===== src/nv_store_pkg.sv =====
// package: data nv store register map, fields, timing and carriers
package nv_store_pkg;

    // register offsets on the register port
    localparam logic [7:0] OFS_FLAGS = 8'h0C;
    localparam logic [7:0] OFS_DATA  = 8'h9A;
    localparam logic [7:0] OFS_ADDR  = 8'h9B;
    localparam logic [7:0] OFS_CTRL  = 8'h9C;
    localparam logic [7:0] OFS_KEY   = 8'h9D;

    // field positions
    localparam int BIT_RD     = 0;
    localparam int BIT_WR     = 1;
    localparam int BIT_PERMIT = 2;
    localparam int BIT_ABORT  = 3;
    localparam int BIT_DONE   = 7;

    // array geometry
    localparam int NV_DEPTH = 128;
    localparam int DATA_W   = 8;
    localparam int ADDR_W   = 8;
    localparam int INDEX_W  = 7;

    // values after reset and fixed values
    localparam logic [7:0] ADDR_RST = 8'h00;
    localparam logic [7:0] DATA_RST = 8'h00;
    localparam logic [7:0] ERASED   = 8'hFF;
    localparam logic [7:0] ZERO8    = 8'h00;

    // unlock key bytes and exact spacing in cycles
    localparam logic [7:0] KEY_FIRST  = 8'h55;
    localparam logic [7:0] KEY_SECOND = 8'hAA;
    localparam logic [1:0] KEY_GAP    = 2'h2;
    localparam logic [1:0] START_GAP  = 2'h1;
    localparam logic [1:0] GAP_MAX    = 2'h3;

    // timing
    localparam int CLK_KHZ      = 25000;
    localparam int PWRT_MS      = 72;
    localparam int PWRT_CYCLES  = PWRT_MS * CLK_KHZ;
    localparam int STORE_CYCLES = 100;

    typedef enum logic [1:0] {
        SEQ_IDLE,
        SEQ_GOT_FIRST,
        SEQ_ARMED
    } unlock_e;

    typedef struct packed {
        logic [7:0] addr;
        logic [7:0] wdata;
        logic       wr;
        logic       rd;
    } reg_req_s;

    typedef struct packed {
        logic power_on;
        logic ext_pin;
        logic watchdog;
        logic brownout;
    } rst_cause_s;

    typedef struct packed {
        logic [7:0] addr;
        logic [7:0] wdata;
        logic       wr;
        logic       rd;
    } prog_req_s;

endpackage


===== src/nv_store_ctrl.sv =====
// data nv store access controller: register port, unlock, timers
//
// The strobed register port was chosen for this implementation.
`timescale 1ns/1ps
module nv_store_ctrl
#(
    parameter int PWRT_CYCLES  = nv_store_pkg::PWRT_CYCLES,
    parameter int STORE_CYCLES = nv_store_pkg::STORE_CYCLES
)
(
    // clock and reset
    input  wire logic                     sys_clk,
    input  wire logic                     rst_b,
    input  wire nv_store_pkg::rst_cause_s rst_cause,
    // register port
    input  wire nv_store_pkg::reg_req_s   reg_req,
    output logic [7:0]                    reg_rdata,
    // programming port
    input  wire logic                     code_protect,
    input  wire nv_store_pkg::prog_req_s  prog_req,
    output logic [7:0]                    prog_rdata
);
    import nv_store_pkg::*;

    localparam int PW = $clog2(PWRT_CYCLES + 1);
    localparam logic [PW-1:0] PWRT_LOAD = PW'(PWRT_CYCLES);
    localparam logic [PW-1:0] PWRT_ZERO = '0;

    logic [7:0]    addr_r;
    logic [7:0]    data_r;
    logic          rd_r;
    logic          wr_r;
    logic          permit_r;
    logic          abort_r;
    logic          done_flag_r;
    unlock_e       seq_r;
    unlock_e       seq_nxt;
    logic [1:0]    gap_r;
    logic [1:0]    gap_nxt;
    logic [PW-1:0] pwrt_r;
    logic [7:0]    reg_rdata_r;
    logic [7:0]    reg_rdata_nxt;
    logic [7:0]    prog_rdata_r;

    // decode
    wire sel_flags = reg_req.addr == OFS_FLAGS;
    wire sel_data  = reg_req.addr == OFS_DATA;
    wire sel_addr  = reg_req.addr == OFS_ADDR;
    wire sel_ctrl  = reg_req.addr == OFS_CTRL;
    wire sel_key   = reg_req.addr == OFS_KEY;
    wire wr_flags  = reg_req.wr && sel_flags;
    wire wr_data   = reg_req.wr && sel_data;
    wire wr_addr   = reg_req.wr && sel_addr;
    wire wr_ctrl   = reg_req.wr && sel_ctrl;
    wire wr_key    = reg_req.wr && sel_key;
    wire any_acc   = reg_req.wr || reg_req.rd;
    wire por_now   = !rst_b && rst_cause.power_on;
    wire cut_now   = rst_cause.ext_pin || rst_cause.watchdog
                     || rst_cause.brownout;

    wire       cell_busy;
    wire       cell_done;
    wire [7:0] cpu_cell_data;
    wire [7:0] prog_cell_data;

    wire pwrt_done  = pwrt_r == PWRT_ZERO;
    wire key1_ok    = wr_key && reg_req.wdata == KEY_FIRST;
    wire key2_ok    = wr_key && reg_req.wdata == KEY_SECOND
                      && gap_r == KEY_GAP;
    wire start_req  = wr_ctrl && reg_req.wdata[BIT_WR];
    wire cpu_start  = start_req && seq_r == SEQ_ARMED
                      && gap_r == START_GAP
                      && permit_r
                      && pwrt_done
                      && !wr_r && !cell_busy;
    wire prog_start = prog_req.wr && !code_protect
                      && pwrt_done && !wr_r && !cell_busy && !cpu_start;
    wire cell_start = cpu_start || prog_start;
    wire cpu_done   = cell_done && wr_r;
    wire [7:0] st_addr = cpu_start ? addr_r : prog_req.addr;
    wire [7:0] st_data = cpu_start ? data_r : prog_req.wdata;
    wire [7:0] ctrl_view = {4'h0, abort_r, permit_r, wr_r, rd_r};

    // unlock tracker: exact bytes at exact spacing
    always_comb
    begin
        seq_nxt = seq_r;
        gap_nxt = (gap_r == GAP_MAX) ? gap_r : gap_r + 2'h1;
        case (seq_r)
            SEQ_IDLE:
            begin
                if (key1_ok)
                begin
                    seq_nxt = SEQ_GOT_FIRST;
                    gap_nxt = 2'h1;
                end
            end
            SEQ_GOT_FIRST:
            begin
                if (key2_ok)
                begin
                    seq_nxt = SEQ_ARMED;
                    gap_nxt = 2'h1;
                end
                else if (any_acc || gap_r > KEY_GAP)
                    seq_nxt = SEQ_IDLE;
            end
            SEQ_ARMED:
            begin
                if (any_acc || gap_r > START_GAP)
                    seq_nxt = SEQ_IDLE;
            end
            default:
                seq_nxt = SEQ_IDLE;
        endcase
    end

    always_ff @(posedge sys_clk)
    begin
        if (!rst_b)
        begin
            seq_r <= SEQ_IDLE;
            gap_r <= GAP_MAX;
        end
        else
        begin
            seq_r <= seq_nxt;
            gap_r <= gap_nxt;
        end
    end

    // power-up timer, started only by a power-on reset
    always_ff @(posedge sys_clk)
    begin
        if (por_now)
            pwrt_r <= PWRT_LOAD;
        else if (!pwrt_done)
            pwrt_r <= pwrt_r - 1'b1;
    end

    // address and data keep their contents over non power-on resets
    always_ff @(posedge sys_clk)
    begin
        if (por_now)
            addr_r <= ADDR_RST;
        else if (rst_b && wr_addr)
            addr_r <= reg_req.wdata;
    end

    always_ff @(posedge sys_clk)
    begin
        if (por_now)
            data_r <= DATA_RST;
        else if (rst_b && wr_data)
            data_r <= reg_req.wdata;
        else if (rst_b && rd_r)
            data_r <= cpu_cell_data;
    end

    // read start: one-cycle pulse, software cannot clear it
    always_ff @(posedge sys_clk)
    begin
        if (!rst_b)
            rd_r <= 1'b0;
        else
            rd_r <= wr_ctrl && reg_req.wdata[BIT_RD];
    end

    // store start bit follows the store from start to done
    always_ff @(posedge sys_clk)
    begin
        if (!rst_b)
            wr_r <= 1'b0;
        else if (cpu_start)
            wr_r <= 1'b1;
        else if (cpu_done)
            wr_r <= 1'b0;
    end

    // permit: only power-on clears it in hardware
    always_ff @(posedge sys_clk)
    begin
        if (por_now)
            permit_r <= 1'b0;
        else if (rst_b && wr_ctrl)
            permit_r <= reg_req.wdata[BIT_PERMIT];
    end

    // abort flag caught while a store is cut by reset
    always_ff @(posedge sys_clk)
    begin
        if (por_now)
            abort_r <= 1'b0;
        else if (!rst_b)
            abort_r <= abort_r || (wr_r && cut_now);
        else if (cpu_done)
            abort_r <= 1'b0;
        else if (wr_ctrl)
            abort_r <= reg_req.wdata[BIT_ABORT];
    end

    // done flag: set beats a same-cycle clear
    always_ff @(posedge sys_clk)
    begin
        if (!rst_b)
            done_flag_r <= 1'b0;
        else if (cpu_done)
            done_flag_r <= 1'b1;
        else if (wr_flags)
            done_flag_r <= reg_req.wdata[BIT_DONE];
    end

    // read data, registered one cycle after the strobe
    assign reg_rdata_nxt = !reg_req.rd ? ZERO8 :
                           sel_data    ? data_r :
                           sel_addr    ? addr_r :
                           sel_ctrl    ? ctrl_view :
                           sel_flags   ? {done_flag_r, 7'h00} :
                           ZERO8;

    always_ff @(posedge sys_clk)
    begin
        if (!rst_b)
            reg_rdata_r <= ZERO8;
        else
            reg_rdata_r <= reg_rdata_nxt;
    end

    // programming port reads nothing while protected
    always_ff @(posedge sys_clk)
    begin
        if (!rst_b)
            prog_rdata_r <= ZERO8;
        else if (prog_req.rd && !code_protect)
            prog_rdata_r <= prog_cell_data;
        else
            prog_rdata_r <= ZERO8;
    end

    nv_cell_array #(
        .STORE_CYCLES (STORE_CYCLES)
    ) u_cells (
        .sys_clk   (sys_clk),
        .rst_b     (rst_b),
        .start     (cell_start),
        .st_addr   (st_addr),
        .st_data   (st_data),
        .busy      (cell_busy),
        .done      (cell_done),
        .rd_addr_a (addr_r),
        .rd_data_a (cpu_cell_data),
        .rd_addr_b (prog_req.addr),
        .rd_data_b (prog_cell_data)
    );

    assign reg_rdata  = reg_rdata_r;
    assign prog_rdata = prog_rdata_r;

    int unsigned busy_len;
    always_ff @(posedge sys_clk)
    begin
        if (!rst_b || cpu_start)
            busy_len <= 0;
        else if (wr_r)
            busy_len <= busy_len + 1;
    end
endmodule


===== src/nv_cell_array.sv =====
// nonvolatile cell array with timed erase-then-program store
`timescale 1ns/1ps
module nv_cell_array
#(
    parameter int STORE_CYCLES = nv_store_pkg::STORE_CYCLES
)
(
    // clock and reset
    input  wire logic        sys_clk,
    input  wire logic        rst_b,
    // store request
    input  wire logic        start,
    input  wire logic [7:0]  st_addr,
    input  wire logic [7:0]  st_data,
    output logic             busy,
    output logic             done,
    // two read ports
    input  wire logic [7:0]  rd_addr_a,
    output logic [7:0]       rd_data_a,
    input  wire logic [7:0]  rd_addr_b,
    output logic [7:0]       rd_data_b
);
    import nv_store_pkg::*;

    localparam int CW = $clog2(STORE_CYCLES + 1);
    localparam logic [CW-1:0] CNT_LOAD = CW'(STORE_CYCLES - 1);
    localparam logic [CW-1:0] ERASE_AT = CW'(STORE_CYCLES / 2);
    localparam logic [CW-1:0] CNT_ZERO = '0;

    logic [DATA_W-1:0]  mem [NV_DEPTH];
    logic [CW-1:0]      cnt_r;
    logic               busy_r;
    logic               done_r;
    logic [INDEX_W-1:0] tgt_idx_r;
    logic [7:0]         tgt_data_r;
    logic               tgt_ok_r;

    // timer owns the store length; reset cuts it short
    always_ff @(posedge sys_clk)
    begin
        if (!rst_b)
        begin
            busy_r <= 1'b0;
            done_r <= 1'b0;
            cnt_r  <= CNT_ZERO;
        end
        else
        begin
            done_r <= 1'b0;
            if (start && !busy_r)
            begin
                busy_r <= 1'b1;
                cnt_r  <= CNT_LOAD;
            end
            else if (busy_r && cnt_r == CNT_ZERO)
            begin
                busy_r <= 1'b0;
                done_r <= 1'b1;
            end
            else if (busy_r)
                cnt_r <= cnt_r - 1'b1;
        end
    end

    always_ff @(posedge sys_clk)
    begin
        if (start && !busy_r)
        begin
            tgt_idx_r  <= st_addr[INDEX_W-1:0];
            tgt_data_r <= st_data;
            tgt_ok_r   <= ~st_addr[7];
        end
    end

    // erase half way through, program at the end
    always_ff @(posedge sys_clk)
    begin
        if (rst_b && busy_r && tgt_ok_r)
        begin
            if (cnt_r == CNT_ZERO)
                mem[tgt_idx_r] <= tgt_data_r;
            else if (cnt_r == ERASE_AT)
                mem[tgt_idx_r] <= ERASED;
        end
    end

    assign rd_data_a = rd_addr_a[7] ? ZERO8 : mem[rd_addr_a[INDEX_W-1:0]];
    assign rd_data_b = rd_addr_b[7] ? ZERO8 : mem[rd_addr_b[INDEX_W-1:0]];
    assign busy      = busy_r;
    assign done      = done_r;

endmodule


===== config.mk =====
export PLATFORM = sky130hd
export DESIGN_NAME = nv_store_ctrl
export DESIGN_NICKNAME = d
export VERILOG_FILES = /design/src/nv_store_pkg.sv /design/src/nv_store_ctrl.sv /design/src/nv_cell_array.sv
export SDC_FILE = /design/constraint.sdc
export NUM_CORES = 1
export LEC_CHECK = 0
export ABC_AREA = 1
export BUFFER_PORTS_ARGS = -buffer_cell sky130_fd_sc_hd__buf_2
export CAP_MARGIN = 25
export CORE_ASPECT_RATIO = 1.5
export CORE_MARGIN = 1.5
export CORE_UTILIZATION = 40
export DETAILED_ROUTE_END_ITERATION = 7
export PLACE_DENSITY = 0.54
export SLEW_MARGIN = 15
export SYNTH_ARGS = -nofsm -noshare
export SYNTH_HDL_FRONTEND = slang
export SYNTH_SLANG_ARGS = --single-unit

===== constraint.sdc =====
create_clock -name sys_clk -period 4.1 [get_ports sys_clk]
set_input_delay 0.82 -clock sys_clk [delete_from_list [all_inputs] [get_ports sys_clk]]
set_output_delay 0.82 -clock sys_clk [all_outputs]
set_load 0.02 [all_outputs]

### Yosys cells after proc, flatten, opt, wreduce, memory -nomap -nowiden

Memories as Yosys holds them, arrays and structs flattened. A register that Yosys moved wholly into a read port is not among the register bits.
Cells that the tools add are included.

* add/subtract/negate cells: 3
* $lt $le $gt $ge: 2
* equality and inequality tests: 18
* mux-type cells: 41
* bitwise operators: 5
* reductions and logical operators: 59

Operator list (number)
* 8-bit 2-to-1 mux: 10
* 8-bit equality test, second input constant: 5
* 7-bit 2-to-1 mux: 5
* 1-bit logical AND: 33
* 21-bit logical NOT: 1
* 21-bit by 1-bit subtractor with 21-bit output, second input constant: 1
* 1-bit 2-to-1 mux: 17
* 2-bit 2-to-1 mux: 7
* 2-bit nonzero test: 5
* 8-bit by 4-bit equality test with 1-bit output, second input constant: 1
* 8-bit by 7-bit equality test with 1-bit output, second input constant: 1
* 7-bit by 6-bit equality test with 1-bit output, second input constant: 1
* 7-bit logical NOT: 1
* 1-bit logical OR: 7
* 7-bit by 1-bit subtractor with 7-bit output, second input constant: 1
* 2-bit equality test, second input constant: 3
* 2-bit one-hot mux with 3 select lines: 1
* 2-bit AND reduction: 3
* 1-bit logical NOT: 5
* 2-bit by 1-bit equality test with 1-bit output, second input constant: 2
* 2-bit inequality test, second input constant: 2
* 1-bit NOT: 4
* 2-bit one-hot mux with 2 select lines: 1
* 3-bit by 1-bit inequality test with 1-bit output, second input constant: 1
* other kinds (10): 10

* register bits after elaboration: 79
* RAM bits: 1024
* logic and storage cells: 147
* memories kept: 1

Memories
* u_cells.mem: words 128, bits a word 8, read ports 2, clocked after Yosys merged registers in 2, wr ports 1, RTL line nv_cell_array.sv:30 `logic [DATA_W-1:0] mem [NV_DEPTH];`

### Longest topological paths before layout

* depth in word-level cells: 15
* depth in mapped cells: 16
* mapped depth without buffers: 14

### Hierarchy

Synthesis repeated with hierarchy kept, for this count alone.

* cells, all modules: 6537
* area, all modules: 56381.6 um2

By module, submodules not included
* nv_cell_array: times used 1, cells each 6011, area each 52967.0 um2
* nv_store_ctrl: times used 1, cells each 526, area each 3414.5 um2

### Least setup slack after synthesis

Ideal clock, no wire load.

* path kind: input to register
* start point: input rst_b
* end point: memory u_cells.mem[0][0] (data pin)
* data arrival time: 2.862 ns
* data required time: 3.588 ns
* path slack: 0.726 ns
* cell stages on the path: 4
* buffers on the path: 0
* cells stage by stage: inv_1 > nor2_1 > nand4_1 > nand2_1

* cells in the longest elaborated chain, start to end: 5

RTL lines
* start, declared: RTL line nv_store_ctrl.sv:13 `input wire logic rst_b,`
* 1-bit logical AND (2 in a row): RTL line nv_cell_array.sv:78 `if (rst_b && busy_r && tgt_ok_r)`
* 1-bit 2-to-1 mux: RTL line nv_cell_array.sv:78
* 1-bit 2-to-1 mux (not written as such): RTL line nv_cell_array.sv:83 `mem[tgt_idx_r] <= ERASED;`
* 8-bit 2-to-1 mux (no source line)
* end, declared: RTL line nv_cell_array.sv:30

No other way between the ends.

==> impl_metrics.py <==
metrics = {
    "status": {
        "status": "completed",
    },
    "floorplan": {
        "dieWidth_um": 307,
        "start_util_pct": 40.2,
        "ios": 59,
        "rows": 167,
        "die-area_um2": 141000,
        "core_um2": 138000,
        "chipHeight_um": 459,
    },
    "power": {
        "internal-power_mw": 18.2,
        "pwr-share-clk_pct": 42.0,
        "peakVddDrop_mv": 0.356,
        "net-switching-power_mw": 5.63,
        "swShare_pct": 23.6,
        "pwr-share-seq_pct": 51.8,
        "p_leak_nw": 22.3,
        "total_power_mw": 23.8,
        "power_frac_comb_pct": 6.2,
        "power.density_nw_per_um2": 385,
    },
    "critical_path": {
        "ff2ff_setup_slack_ns": 1.09,
        "path_class": "flop to flop",
        "worst-path-max-fanout": 134,
        "r2r_end": "data_r[2]",
        "arrival_ns": 3.67,
        "worstSetupEndpointType": "flop",
        "r2r_cells": 12,
        "start_kind": "flop",
        "cp.required_ns": 4.76,
    },
    "finish": {
        "drive_gt1_share_pct": 8.32,
        "final_cell_area_um2": 61900,
        "nNetsFinal": 6163,
        "syn_to_final_growth_pct": 11.7,
    },
    "route": {
        "routedWlPerCell_um": 26.7,
        "drtIter0Drc": 5915,
        "drc": 0,
        "firstDrtPassIters": 6,
        "drt-total-wl_um": 213000,
        "antenna_left": 0,
        "viasPerCell": 6.06,
        "vias": 48300,
    },
    "cts": {
        "root_buffer": "clkbuf_16",
        "worst_skew_pair.late_latency_ns": 0.75,
        "htree_levels": 3,
        "postCtsSetupBuffers": 0,
        "clockBufferDepth": 3,
        "ctsResizeCount": 0,
        "tritoncts": "built",
        "clk_pin_slew_ns": 0.06,
        "cts_hold_buf": 0,
        "cts_buffers": 108,
        "clock-sinks": 1118,
    },
    "logic_synthesis": {
        "syn-cell-area_um2": 55500,
        "yosysMostFrequentCell": "nand2_1",
        "ys_seq_area_share_pct": 59.1,
        "yosys_warnings": 0,
        "yosysUniqueCellTypes": 44,
        "synth_edf_count": 1040,
        "async_reset_ff_share_pct": 0,
        "ys.flop_type": "edfxtp_1",
        "postSynthAreaPerCell_um2": 9.02,
        "synthesis.nets": 6196,
        "synth.area.top_cells": "edfxtp_1 (56%), nand2_1 (11%), nand3_1 (10%)",
        "synth_area_leader_cell": "edfxtp_1",
        "synth_top_area_share_pct": 56.3,
        "ys_top_cells_by_count": "nand2_1 (1645), nand3_1 (1152), edfxtp_1 (1040)",
        "syn-instance-count": 6148,
        "ys_ff_latch": 1118,
    },
    "global_routing": {
        "grt_pass1_vias": 46300,
        "antenna_found_initial": 3,
        "grt_usage_pct": 29.7,
        "globalRouteOverflowTotal": 0,
        "grt_pass1_wl_um": 309000,
        "grt_max_degree": 135,
    },
    "sta": {
        "finalSetupTns_ns": 0,
        "finalHoldViolations": 0,
        "fin_crit_sh_pct": 73.5,
        "skew_ns": 0.0240,
        "slew_violations": 0,
        "max_freq_mhz": 332,
        "worst_pin_slew_ns": 1.03,
        "setup_viol": 0,
        "rsz0062_at_grt": "false",
        "maxSlewHeadroom_pct": 30.9,
        "fin_crit_ns": 3.01,
    },
    "min_path": {
        "hold_class": "input pin to flop",
        "min-delay-start": "reg_req[4]",
        "whs_endpoint": "permit_r",
        "hold_depth": 3,
    },
    "placement": {
        "routabilityCongestion": 0.914,
        "dpl_cell_area_um2": 58500,
        "hpwl_um": 132000,
        "portBuffers": 58,
    },
    "run": {
        "max_cap_viol_count": 0,
    },
}
-- kinds of logic (layout without fill, tap and decap cells) --
logic type,Yosys count,in the layout,synth area share [%]
AO/OA/AOI/OAI,873,873,8.56
flip-flops,1118,1118,59.1
AND/OR/NAND/NOR,3556,3556,27.0
XOR/XNOR,8,8,0.126
multiplexers,4,4,0.0767
buffers and inverters,584,638,5.04
adder cells (fa/ha/maj),5,5,0.113
other,0,1,0
-- worst max-delay path, cell delays in order (launching register included) --
cell and delay (ns):
dfxtp_4 0.49, inv_16 0.39, buf_4 0.43, nand2_1 0.08, nand3_1 0.08, nand3_1 0.20, nand3_1 0.23, nand2_1 0.15
nand2_1 0.10, nand3_1 0.08, nand3_1 0.13, nand3_1 0.18, a21oi_1 0.19
-- how the worst max path moves through the flow --
stage | cells past startpoint | from | to
after floorplan | 4 | rst_b | u_cells.mem[0][0]
after global placement | 14 | prog_req[11] | prog_rdata[1]
after detailed placement | 14 | prog_req[11] | prog_rdata[7]
after CTS | 12 | flop | data_r[2]
after global routing | 12 | flop | data_r[2]
final | 12 | flop | data_r[2]
-- registers in the layout, indices dropped and copies added (netlist names), 2 cells and up, named ones only --
signal	count
addr_r	8
data_r	8
gap_r	2
prog_rdata	8
pwrt_r	21
reg_rdata	8
seq_r	2
u_cells.cnt_r	7
u_cells.mem	1024
u_cells.tgt_data_r	8
u_cells.tgt_idx_r	7
-- cell usage in the layout, fill, tap and decap left out, drive strengths merged, types with 7 or more instances in the layout --
cell type,n
nor2,713
inv,123
clkbuf,141
o21ai,558
buf,317
nand4,15
dfxtp,78
xor2,7
bufinv,7
nand3,1153
clkinv,41
nor4,9
nand2,1646
o22ai,261
nor3,16
edfxtp,1040
clkinvlp,9
a21oi,39
-- per-layer routing --
metal	part of all wire (%)	wire [µm]	global-route usage (%)	vias to the layer above
met4	7.2	15400	19.3	0
li1	-	-	-	21400
met1	36	77400	35.4	23600
met3	7.6	16200	3.64	599
met5	0	0	0	-
met2	49	104000	50.5	2719
-- stage by stage --
| step | setup WS, ns | utilization, % | instances | hold slack [ns] |
|---|---|---|---|---|
| 2_1_floorplan | 0.726 | - | 6148 | 0.433 |
| 3_3_place_gp | 0.637 | 42.4 | 7778 | 0.452 |
| 3_5_place_dp | 0.674 | 42.4 | 7779 | 0.460 |
| 4_1_cts | 1.12 | 44.9 | 7976 | 0.316 |
| 5_1_grt | 0.934 | 44.9 | 7977 | 0.372 |
| 6_report | 1.09 | 44.9 | 7977 | 0.351 |
-- power by group through the flow --
stage,sequential [mW],clock (mW),combinational [mW]
final,12.3,10.0,1.48
after global routing,12.3,10.5,1.58
after CTS,12.3,10.1,1.45
after detailed placement,12.6,0,1.44
after global placement,12.6,0,1.44
after floorplan,12.6,0,0.893
-- layout make-up --
type | count | area [µm²]
Inverter | 123 | 514
Fill cell | 13200 | 76000
Tap cell | 1774 | 2220
Clock inverter | 57 | 513
Multi-Input combinational cell | 4446 | 19900
Antenna cell | 1 | 2.50
Timing Repair Buffer | 318 | 3000
Sequential cell | 1118 | 32800
Clock buffer | 140 | 2940
No activity file was read; power rests on OpenSTA's default activity.
